$ cat config.mk
export PLATFORM = sky130hd
export DESIGN_NAME = aae_axis_logic
export DESIGN_NICKNAME = d
export VERILOG_FILES = /design/src/verilog/aae_pkg.sv /design/src/verilog/aae_axis_logic.sv /design/src/verilog/aae_encoder.sv
export SDC_FILE = /design/constraint.sdc
export NUM_CORES = 1
export LEC_CHECK = 0
export BUFFER_PORTS_ARGS = -buffer_cell sky130_fd_sc_hd__buf_2
export CAP_MARGIN = 5
export CORE_MARGIN = 4
export CORE_UTILIZATION = 46
export CTS_BUF_LIST = sky130_fd_sc_hd__clkbuf_16
export DETAILED_ROUTE_END_ITERATION = 10
export MAX_ROUTING_LAYER = met4
export PLACE_DENSITY = 0.81
export SYNTH_ARGS = -nofsm -noshare
export SYNTH_HDL_FRONTEND = slang
export SYNTH_SLANG_ARGS = --single-unit
$ cat constraint.sdc
create_clock -name core_clk -period 4.69 [get_ports core_clk]
set_input_delay 0.469 -clock core_clk [delete_from_list [all_inputs] [get_ports core_clk]]
set_output_delay 0.469 -clock core_clk [all_outputs]
set_load 0.02 [all_outputs]
$ cat src/verilog/aae_pkg.sv
// Purpose: Shared constants and types for the axis amp-enable and encoder logic
// Assumes: Positions in encoder counts, analog values in signed millivolts
// Notes:   Full scale of the analog command is +/-10 V

package aae_pkg;

  // ----------------------------------------------------------------
  // Widths and reset values
  // ----------------------------------------------------------------
  localparam int          AAE_POS_W         = 32;
  localparam int          AAE_CMD_W         = 16;
  localparam int          AAE_PIN_N         = 6;
  localparam logic [15:0] AAE_TL_DEFAULT_MV = 16'h2706;   // 9.99 V
  localparam logic [15:0] AAE_FULL_SCALE_MV = 16'h2710;   // 10.00 V
  localparam logic [31:0] AAE_POS_RESET     = 32'h0000_0000;

  // ----------------------------------------------------------------
  // Pin vector positions
  // ----------------------------------------------------------------
  localparam int AAE_PIN_A  = 0;
  localparam int AAE_PIN_AN = 1;
  localparam int AAE_PIN_B  = 2;
  localparam int AAE_PIN_BN = 3;
  localparam int AAE_PIN_I  = 4;
  localparam int AAE_PIN_IN = 5;

  // ----------------------------------------------------------------
  // Amplifier state, Gray along off -> on -> tripped
  // ----------------------------------------------------------------
  typedef enum logic [1:0]
  {
    AAE_AMP_OFF  = 2'b00,
    AAE_AMP_ON   = 2'b01,
    AAE_AMP_TRIP = 2'b11
  } aae_amp_type;

endpackage
$ cat src/verilog/aae_axis_logic.sv
// Purpose: One axis: encoder count, position error, amp enable, torque clamp
// Assumes: Commands and settings come from logic on core_clk
// Notes:   Analog values are signed millivolts; DAC sits outside
//
// Behaviour
// - Amp drops on watchdog, disable, or fault
// - Amp enable high means amplifier enabled, low when AMP_ACTIVE_LOW is set
// - A, B, index, single-ended or differential
// - Pulse on A, direction on B counts
// - Count all edges; dead channel only dithers
// - Error limit in counts trips amp shutoff
// - Analog output clamped to torque limit
// - Torque limit resets to 9.99 volts
// - Loop and count direction invertible by settings
// - Error is commanded minus actual, readable

`timescale 1ns/1ns
module aae_axis_logic
  import aae_pkg::*;
#(
  parameter int   POS_W          = AAE_POS_W,
  parameter logic AMP_ACTIVE_LOW = 1'b0
)
(
  input  wire logic                 core_clk,
  input  wire logic                 nrst,
  input  wire logic                 quadChanAIn,
  input  wire logic                 quadChanANIn,
  input  wire logic                 quadChanBIn,
  input  wire logic                 quadChanBNIn,
  input  wire logic                 indexPulseIn,
  input  wire logic                 indexPulseNIn,
  input  wire logic                 diffMode,
  input  wire logic                 pulseDirMode,
  input  wire logic                 countInvert,
  input  wire logic                 motorTypeInvert,
  input  wire logic                 shutoffOnFault,
  input  wire logic                 driveEnableCmd,
  input  wire logic                 driveDisableCmd,
  input  wire logic                 watchdogTrip,
  input  wire logic [POS_W-1:0]     faultThreshold,
  input  wire logic                 torqueLimitLoad,
  input  wire logic [15:0]          torqueLimitValue,
  input  wire logic [POS_W-1:0]     commandedPos,
  input  wire logic [AAE_CMD_W-1:0] filterCommand,
  output logic                      ampEnableOut,
  output logic      [AAE_CMD_W-1:0] analogCommandOut,
  output logic      [15:0]          torqueLimit,
  output logic      [POS_W-1:0]     tellPosition,
  output logic      [POS_W-1:0]     indexPosition,
  output logic                      indexSeen,
  output logic      [POS_W-1:0]     positionError,
  output logic                      faultActive
);

  aae_amp_type           ampStateReg;
  aae_amp_type           ampStateNext;
  logic [POS_W-1:0]      errMag;
  logic                  overLimitReg;
  logic signed [AAE_CMD_W:0] cmdWide;
  logic signed [AAE_CMD_W:0] tlPos;
  logic signed [AAE_CMD_W:0] clampNext;

  // ----------------------------------------------------------------
  // Encoder front end
  // ----------------------------------------------------------------
  aae_encoder #(
    .POS_W (POS_W)
  ) uEncoder (
    .core_clk      (core_clk),
    .nrst          (nrst),
    .pinVec        ({indexPulseNIn, indexPulseIn, quadChanBNIn, quadChanBIn, quadChanANIn, quadChanAIn}),
    .diffMode      (diffMode),
    .pulseDirMode  (pulseDirMode),
    .countInvert   (countInvert),
    .tellPosition  (tellPosition),
    .indexPosition (indexPosition),
    .indexSeen     (indexSeen)
  );

  // ----------------------------------------------------------------
  // Position error and limit compare
  // ----------------------------------------------------------------

  // Error register; the most negative value reads as huge, fail-safe
  always_ff @(posedge core_clk)
  begin
    if (!nrst)
      positionError <= AAE_POS_RESET[POS_W-1:0];
    else
      positionError <= commandedPos - tellPosition;
  end

  assign errMag = positionError[POS_W-1] ? (~positionError + 1'b1) : positionError;

  // Compare registered to keep the subtract and compare paths apart
  always_ff @(posedge core_clk)
  begin
    if (!nrst)
      overLimitReg <= 1'b0;
    else
      overLimitReg <= (errMag > faultThreshold);
  end

  // ----------------------------------------------------------------
  // Amplifier enable state
  // ----------------------------------------------------------------

  // Disable and watchdog override every state, including enable requests
  always_comb
  begin
    ampStateNext = ampStateReg;
    unique case (ampStateReg)
      AAE_AMP_OFF,
      AAE_AMP_TRIP:
        if (driveEnableCmd && !(overLimitReg && shutoffOnFault))
          ampStateNext = AAE_AMP_ON;
      AAE_AMP_ON:
        if (overLimitReg && shutoffOnFault)
          ampStateNext = AAE_AMP_TRIP;
      default:
        ampStateNext = AAE_AMP_OFF;
    endcase
    if (driveDisableCmd || watchdogTrip)
      ampStateNext = AAE_AMP_OFF;
  end

  // State and its output flops update on the same edge
  always_ff @(posedge core_clk)
  begin
    if (!nrst)
    begin
      ampStateReg  <= AAE_AMP_OFF;
      ampEnableOut <= AMP_ACTIVE_LOW;
      faultActive  <= 1'b0;
    end
    else
    begin
      ampStateReg  <= ampStateNext;
      ampEnableOut <= (ampStateNext == AAE_AMP_ON) ^ AMP_ACTIVE_LOW;
      faultActive  <= (ampStateNext == AAE_AMP_TRIP);
    end
  end

  // ----------------------------------------------------------------
  // Torque limit and analog command
  // ----------------------------------------------------------------

  // Loads above full scale saturate; clamp would otherwise be dead
  always_ff @(posedge core_clk)
  begin
    if (!nrst)
      torqueLimit <= AAE_TL_DEFAULT_MV;
    else if (torqueLimitLoad)
      torqueLimit <= (torqueLimitValue > AAE_FULL_SCALE_MV) ? AAE_FULL_SCALE_MV : torqueLimitValue;
  end

  // One extra bit so negating the most negative input cannot wrap
  always_comb
  begin
    cmdWide = $signed({filterCommand[AAE_CMD_W-1], filterCommand});
    if (motorTypeInvert)
      cmdWide = -cmdWide;
    tlPos = $signed({1'b0, torqueLimit});
    if (cmdWide > tlPos)
      clampNext = tlPos;
    else if (cmdWide < -tlPos)
      clampNext = -tlPos;
    else
      clampNext = cmdWide;
  end

  // Output held at zero volts while the registered state is not on, one cycle behind amp enable
  always_ff @(posedge core_clk)
  begin
    if (!nrst)
      analogCommandOut <= '0;
    else if (ampStateReg != AAE_AMP_ON)
      analogCommandOut <= '0;
    else
      analogCommandOut <= clampNext[AAE_CMD_W-1:0];
  end

  // ----------------------------------------------------------------
  // Assertions
  // ----------------------------------------------------------------
  amp_drop_a: assert property (@(posedge core_clk) disable iff (!nrst)
    (driveDisableCmd || watchdogTrip) |=> (ampEnableOut == AMP_ACTIVE_LOW) && !faultActive)
    else $error("amp stayed on after disable or watchdog");

  amp_level_a: assert property (@(posedge core_clk) disable iff (!nrst)
    (ampStateReg == AAE_AMP_ON) == (ampEnableOut != AMP_ACTIVE_LOW))
    else $error("amp enable level disagrees with state");

  fault_trip_a: assert property (@(posedge core_clk) disable iff (!nrst)
    ((errMag > faultThreshold) && shutoffOnFault && ampStateReg == AAE_AMP_ON) ##1
      (shutoffOnFault && ampStateReg == AAE_AMP_ON && !driveDisableCmd && !watchdogTrip)
      |=> faultActive && (ampEnableOut == AMP_ACTIVE_LOW))
    else $error("over-limit error did not trip amp");

  clamp_range_a: assert property (@(posedge core_clk) disable iff (!nrst)
    $past(nrst) |-> ($signed({analogCommandOut[AAE_CMD_W-1], analogCommandOut}) <=
      $signed({1'b0, $past(torqueLimit)})) &&
      ($signed({analogCommandOut[AAE_CMD_W-1], analogCommandOut}) >= -$signed({1'b0, $past(torqueLimit)})))
    else $error("analog command beyond torque limit");

  tl_reset_a: assert property (@(posedge core_clk) disable iff (!nrst)
    !$past(nrst) |-> (torqueLimit == AAE_TL_DEFAULT_MV))
    else $error("torque limit not at default after reset");

  loop_sign_a: assert property (@(posedge core_clk) disable iff (!nrst)
    (ampStateReg == AAE_AMP_ON && !filterCommand[AAE_CMD_W-1])
      |=> ($past(motorTypeInvert) ? ($signed(analogCommandOut) <= 0) : ($signed(analogCommandOut) >= 0)))
    else $error("loop polarity setting not applied");

  err_value_a: assert property (@(posedge core_clk) disable iff (!nrst)
    $past(nrst) |-> (positionError == $past(commandedPos) - $past(tellPosition)))
    else $error("position error not commanded minus actual");

  cov_trip_c: cover property (@(posedge core_clk) disable iff (!nrst)
    (ampStateReg == AAE_AMP_ON) ##1 (ampStateReg == AAE_AMP_TRIP));

  cov_clamp_c: cover property (@(posedge core_clk) disable iff (!nrst)
    (ampStateReg == AAE_AMP_ON) && (clampNext != cmdWide));

  cov_index_c: cover property (@(posedge core_clk) disable iff (!nrst)
    $rose(indexSeen));

  cov_pulse_c: cover property (@(posedge core_clk) disable iff (!nrst)
    pulseDirMode && (tellPosition != $past(tellPosition)));

endmodule // aae_axis_logic

$ cat src/verilog/aae_encoder.sv
// Purpose: Encoder pin synchroniser, quadrature or pulse/direction counter
// Assumes: Pins are asynchronous to core_clk
// Notes:   Counts every edge of A and B in quadrature mode; index edge latches the position

`timescale 1ns/1ns
module aae_encoder
  import aae_pkg::*;
#(
  parameter int POS_W = AAE_POS_W
)
(
  input  wire logic                 core_clk,
  input  wire logic                 nrst,
  input  wire logic [AAE_PIN_N-1:0] pinVec,
  input  wire logic                 diffMode,
  input  wire logic                 pulseDirMode,
  input  wire logic                 countInvert,
  output logic      [POS_W-1:0]     tellPosition,
  output logic      [POS_W-1:0]     indexPosition,
  output logic                      indexSeen
);

  logic [AAE_PIN_N-1:0] sync1Reg;
  logic [AAE_PIN_N-1:0] sync2Reg;
  logic                 aNow;
  logic                 bNow;
  logic                 iNow;
  logic                 aPrevReg;
  logic                 bPrevReg;
  logic                 iPrevReg;
  logic                 primedReg;
  logic                 stepHit;
  logic                 stepUp;

  // ----------------------------------------------------------------
  // Two-stage synchronisers, one pair per pin
  // ----------------------------------------------------------------
  // Not reset: stages keep following the pins, so counting starts from the real level
  genvar g;
  generate
    for (g = 0; g < AAE_PIN_N; g++)
    begin : gSync
      always_ff @(posedge core_clk)
      begin
        sync1Reg[g] <= pinVec[g];
        sync2Reg[g] <= sync1Reg[g];
      end
    end
  endgenerate

  // Differential pins read high only when true is high and complement low
  assign aNow = diffMode ? (sync2Reg[AAE_PIN_A] & ~sync2Reg[AAE_PIN_AN]) : sync2Reg[AAE_PIN_A];
  assign bNow = diffMode ? (sync2Reg[AAE_PIN_B] & ~sync2Reg[AAE_PIN_BN]) : sync2Reg[AAE_PIN_B];
  assign iNow = diffMode ? (sync2Reg[AAE_PIN_I] & ~sync2Reg[AAE_PIN_IN]) : sync2Reg[AAE_PIN_I];

  // Step decode; a double change is a lost edge and is dropped
  always_comb
  begin
    if (pulseDirMode)
    begin
      stepHit = aNow & ~aPrevReg;
      stepUp  = bNow ^ countInvert;
    end
    else
    begin
      stepHit = (aNow ^ aPrevReg) ^ (bNow ^ bPrevReg);
      stepUp  = (aPrevReg ^ bNow) ^ countInvert;
    end
  end

  // Previous levels track the pins through reset; a pin resting high gives no false edge
  always_ff @(posedge core_clk)
  begin
    aPrevReg <= aNow;
    bPrevReg <= bNow;
    iPrevReg <= iNow;
  end

  // Primed blocks the first edge; a power-up reset under two edges is not enough
  always_ff @(posedge core_clk)
  begin
    if (!nrst)
      primedReg <= 1'b0;
    else
      primedReg <= 1'b1;
  end

  // Position counter and index capture
  always_ff @(posedge core_clk)
  begin
    if (!nrst)
    begin
      tellPosition  <= AAE_POS_RESET[POS_W-1:0];
      indexPosition <= AAE_POS_RESET[POS_W-1:0];
      indexSeen     <= 1'b0;
    end
    else
    begin
      if (primedReg && stepHit)
        tellPosition <= stepUp ? tellPosition + 1'b1 : tellPosition - 1'b1;
      if (primedReg && iNow && !iPrevReg)
      begin
        indexPosition <= tellPosition;
        indexSeen     <= 1'b1;
      end
    end
  end

  // ----------------------------------------------------------------
  // Assertions
  // ----------------------------------------------------------------
  sync_depth_a: assert property (@(posedge core_clk) disable iff (!nrst)
    ($past(nrst) && $past(nrst, 2)) |-> (sync2Reg == $past(pinVec, 2)))
    else $error("synchroniser depth wrong");

  diff_reject_a: assert property (@(posedge core_clk) disable iff (!nrst)
    (diffMode && sync2Reg[AAE_PIN_A] && sync2Reg[AAE_PIN_AN]) |-> !aNow)
    else $error("differential A accepted while complement high");

  single_step_a: assert property (@(posedge core_clk) disable iff (!nrst)
    $past(nrst) |-> ((tellPosition == $past(tellPosition)) ||
      (tellPosition == $past(tellPosition) + 1'b1) || (tellPosition == $past(tellPosition) - 1'b1)))
    else $error("position moved more than one count");

  pulse_up_a: assert property (@(posedge core_clk) disable iff (!nrst)
    (primedReg && pulseDirMode && aNow && !aPrevReg && bNow && !countInvert)
      |=> (tellPosition == $past(tellPosition) + 1'b1))
    else $error("pulse with direction high did not count up");

  invert_dir_a: assert property (@(posedge core_clk) disable iff (!nrst)
    (primedReg && pulseDirMode && aNow && !aPrevReg && bNow && countInvert)
      |=> (tellPosition == $past(tellPosition) - 1'b1))
    else $error("inverted direction did not count down");

endmodule // aae_encoder

==> impl_metrics.tcl <==
set metrics [dict create \
    status "finished, final reports clean" \
    synth_largest_area_cell "dfxtp_1" \
    fmaxAchievable_ghz 0.231 \
    fin_crit_sh 0.924 \
    power.leakage_nw 6.00 \
    rsz0062_at_grt "no" \
    routed_via_density 5.58 \
    start_util 0.473 \
    initialDrtViolationCount 763 \
    track_usage 0.250 \
    clock-sinks 150 \
    clk_pin_slew_ps 70 \
    port_buffers 243 \
    cap_violations 0 \
    cp.required_ps 5040 \
    maxSlewViolCount 0 \
    grt_max_degree 89 \
    ys_seq_elements 150 \
    overflow 0 \
    root_buffer "clkbuf_16" \
    setup_ws_ps 357 \
    irDropWorstVdd_mv 0.246 \
    synth_ff_type "dfxtp_1" \
    first_pass_iters 6 \
    yosys_warnings 0 \
    synth_seq_area_share 0.278 \
    tns_ps 0 \
    cts_max_level 4 \
    cts_tree "done" \
    syn_area_um2 10800 \
    dp_hpwl_mm 25.3 \
    cts_buffers 17 \
    synthCells 1370 \
    synth_top_family_by_area "compound AO/OA/AOI/OAI gates" \
    hold_violations 0 \
    crit_path_end_kind "flop" \
    vias 10800 \
    design.core.area_um2 22800 \
    yosysTopAreaCellShare 0.278 \
    wire_per_inst_um 16.8 \
    place_inst 1897 \
    routed_wl_mm 32.4 \
    fin_area_um2 13000 \
    synth-xor-area-share 0.0851 \
    crit_fanout 26 \
    worstPathArrival_ps 4690 \
    power-per-cell-area_nw_per_um2 378 \
    placementRows 55 \
    synthAdderAreaFrac 0.157 \
    worstMarginPinSlew_ps 1170 \
    antenna_found_initial 6 \
    synthSimpleGateAreaFrac 0.197 \
    hold_buffers 0 \
    chipWidth_um 161 \
    power.total_mw 4.90 \
    async_reset_ff_frac 0 \
    io_pins 244 \
    pre_cts_slack_ps 234 \
    drc 0 \
    grt_pass1_wl_mm 52.4 \
    post_dp_cell_area_um2 12300 \
    fp.dieH_um 161 \
    dieArea_um2 26000 \
    crit_type "flop to flop" \
    clk_latency_ps 430 \
    cts_buffer_depth 2 \
    synth.distinct_cells 71 \
    cts_setup_buffers 0 \
    antenna_left 0 \
    fin_skew_ps 16.1 \
    slew-limit-headroom 0.220 \
    cts_resized 0 \
    netlist_top_cells_area "dfxtp_1 28%, ha_1 15%, xnor2_1 6.4%" \
    layout.nets 1850 \
    timing.final.crit_period_ps 4330 \
    min_path_type "input pin to flop" \
    synth_edf_count 0 \
    gp_congestion 0.954 \
    area_growth_pct 19.9 \
    synth_area_per_cell_um2 7.88 \
    setup_viol 0 \
    synth_fp_nets 1617 \
    synth_compound_area_frac 0.228 \
    layout-drive-gt1-share 0.194 \
    synth_mux_area_frac 0.00382 \
    cp-start-kind "flop" \
    grt_pass1_vias 10500 \
    finalNonFillerCells 1935 \
]
## path summary, 6_finish.rpt
kind                              from                   end  slack, ps  cells after the start
setup reg to reg        torqueLimit[1]  analogCommandOut[12]        360                     16
hold / removal            quadChanANIn  uEncoder.sync1Reg[1]        140                      1
hold reg to reg   uEncoder.sync1Reg[0]  uEncoder.sync2Reg[0]        330                      0
setup / recovery        torqueLimit[1]  analogCommandOut[12]        360                     16
## cells by family (layout without fill, tap and decap cells)
group	Yosys count	after routing
xor gates and xnor gates	105	105
muxes	4	4
DFF	150	150
AOI/OAI and AO/OA	389	389
and+or+nand+nor	442	442
adders and majority gates	134	134
buffers and inverters	146	392
other	0	6
## where the power goes
part	internal (mW)	total [mW]	leakage (nW)	switching, mW
clock	0.797	1.41	0.289	0.608
sequential	1.39	1.57	1.23	0.175
combinational	0.797	1.93	4.48	1.13
total	2.99	4.90	6.00	1.91
## synthesized netlist by cell type (8+ instances only)
cell	n
xor2_1	26
or3_1	10
nor2b_1	19
a21o_1	37
nor3_1	27
dfxtp_1	150
a31oi_1	14
nand2_1	176
ha_1	132
a211oi_1	12
inv_1	101
clkbuf_1	40
nand2b_1	23
o21a_1	16
a21oi_1	137
xnor2_1	79
nand4_1	24
nand3_1	30
nor4_1	8
nor2_1	81
o31ai_1	15
o21ai_0	83
## metal layers
layer	vias up	global-route usage	wire, µm
li1	5339	-	-
met1	4950	0.320	14500
met2	451	0.396	14800
met3	63	0.0429	2190
met4	0	0.0993	1030
met5	-	-	0
## area by class of cell
| cell class | count | area [µm²] |
|---|---|---|
| Fill cell | 2125 | 9890 |
| Clock buffer | 17 | 425 |
| Timing Repair Buffer | 258 | 1330 |
| Tap cell | 313 | 392 |
| Sequential cell | 150 | 3000 |
| Antenna cell | 6 | 15.0 |
| Inverter | 102 | 384 |
| Multi-Input combinational cell | 1074 | 7240 |
| Clock inverter | 15 | 166 |
## metrics by stage
stage	hold slack, ps	util
after global placement	312	0.541
final	138	0.567
after floorplan	310	-
after global routing	120	0.567
after detailed placement	315	0.541
after CTS	122	0.566
## cells in the final DEF (no fill, tap or decap), types with 7 or more instances in the layout
| master | Yosys | routed |
|---|---|---|
| nand2b_1 | 23 | 23 |
| nand3_1 | 30 | 30 |
| o32ai_1 | 7 | 7 |
| o21a_1 | 16 | 16 |
| xor2_1 | 26 | 26 |
| clkbuf_16 | 0 | 17 |
| a211oi_1 | 12 | 12 |
| ha_1 | 132 | 132 |
| nor3_1 | 27 | 27 |
| dfxtp_1 | 150 | 150 |
| nand4_1 | 24 | 24 |
| nor2b_1 | 19 | 19 |
| a21o_1 | 37 | 37 |
| nand2_1 | 176 | 176 |
| and2_1 | 7 | 7 |
| buf_4 | 0 | 15 |
| inv_1 | 101 | 101 |
| xnor2_1 | 79 | 79 |
| o21ai_0 | 83 | 83 |
| or3_1 | 10 | 10 |
| a21oi_1 | 137 | 137 |
| nor2_1 | 81 | 81 |
| nor4_1 | 8 | 8 |
| o31ai_1 | 15 | 15 |
| a31oi_1 | 14 | 14 |
| buf_2 | 1 | 243 |
| a22o_1 | 7 | 7 |
## critical path, cell delays in order, from the launching register on
cell,delay (ps)
dfxtp_1,340
inv_1,120
ha_1,230
nand3_1,180
nor3_1,330
nand4_1,210
inv_1,130
nand3_1,160
or3_1,420
xnor2_1,160
ha_1,290
a21o_1,200
a211oi_1,380
a31o_2,540
nor2_1,80
or3_1,360
a21oi_1,140
## state kept, by name, summed over array words and instances, names as in the netlist, 2 cells and up
name and cells:
torqueLimit 16, uEncoder.sync2Reg 6, ampStateReg 2, uEncoder.tellPosition 32, uEncoder.sync1Reg 6, uEncoder.indexPosition 32
positionError 32, analogCommandOut 16
No activity file was read; power rests on OpenSTA's default activity.
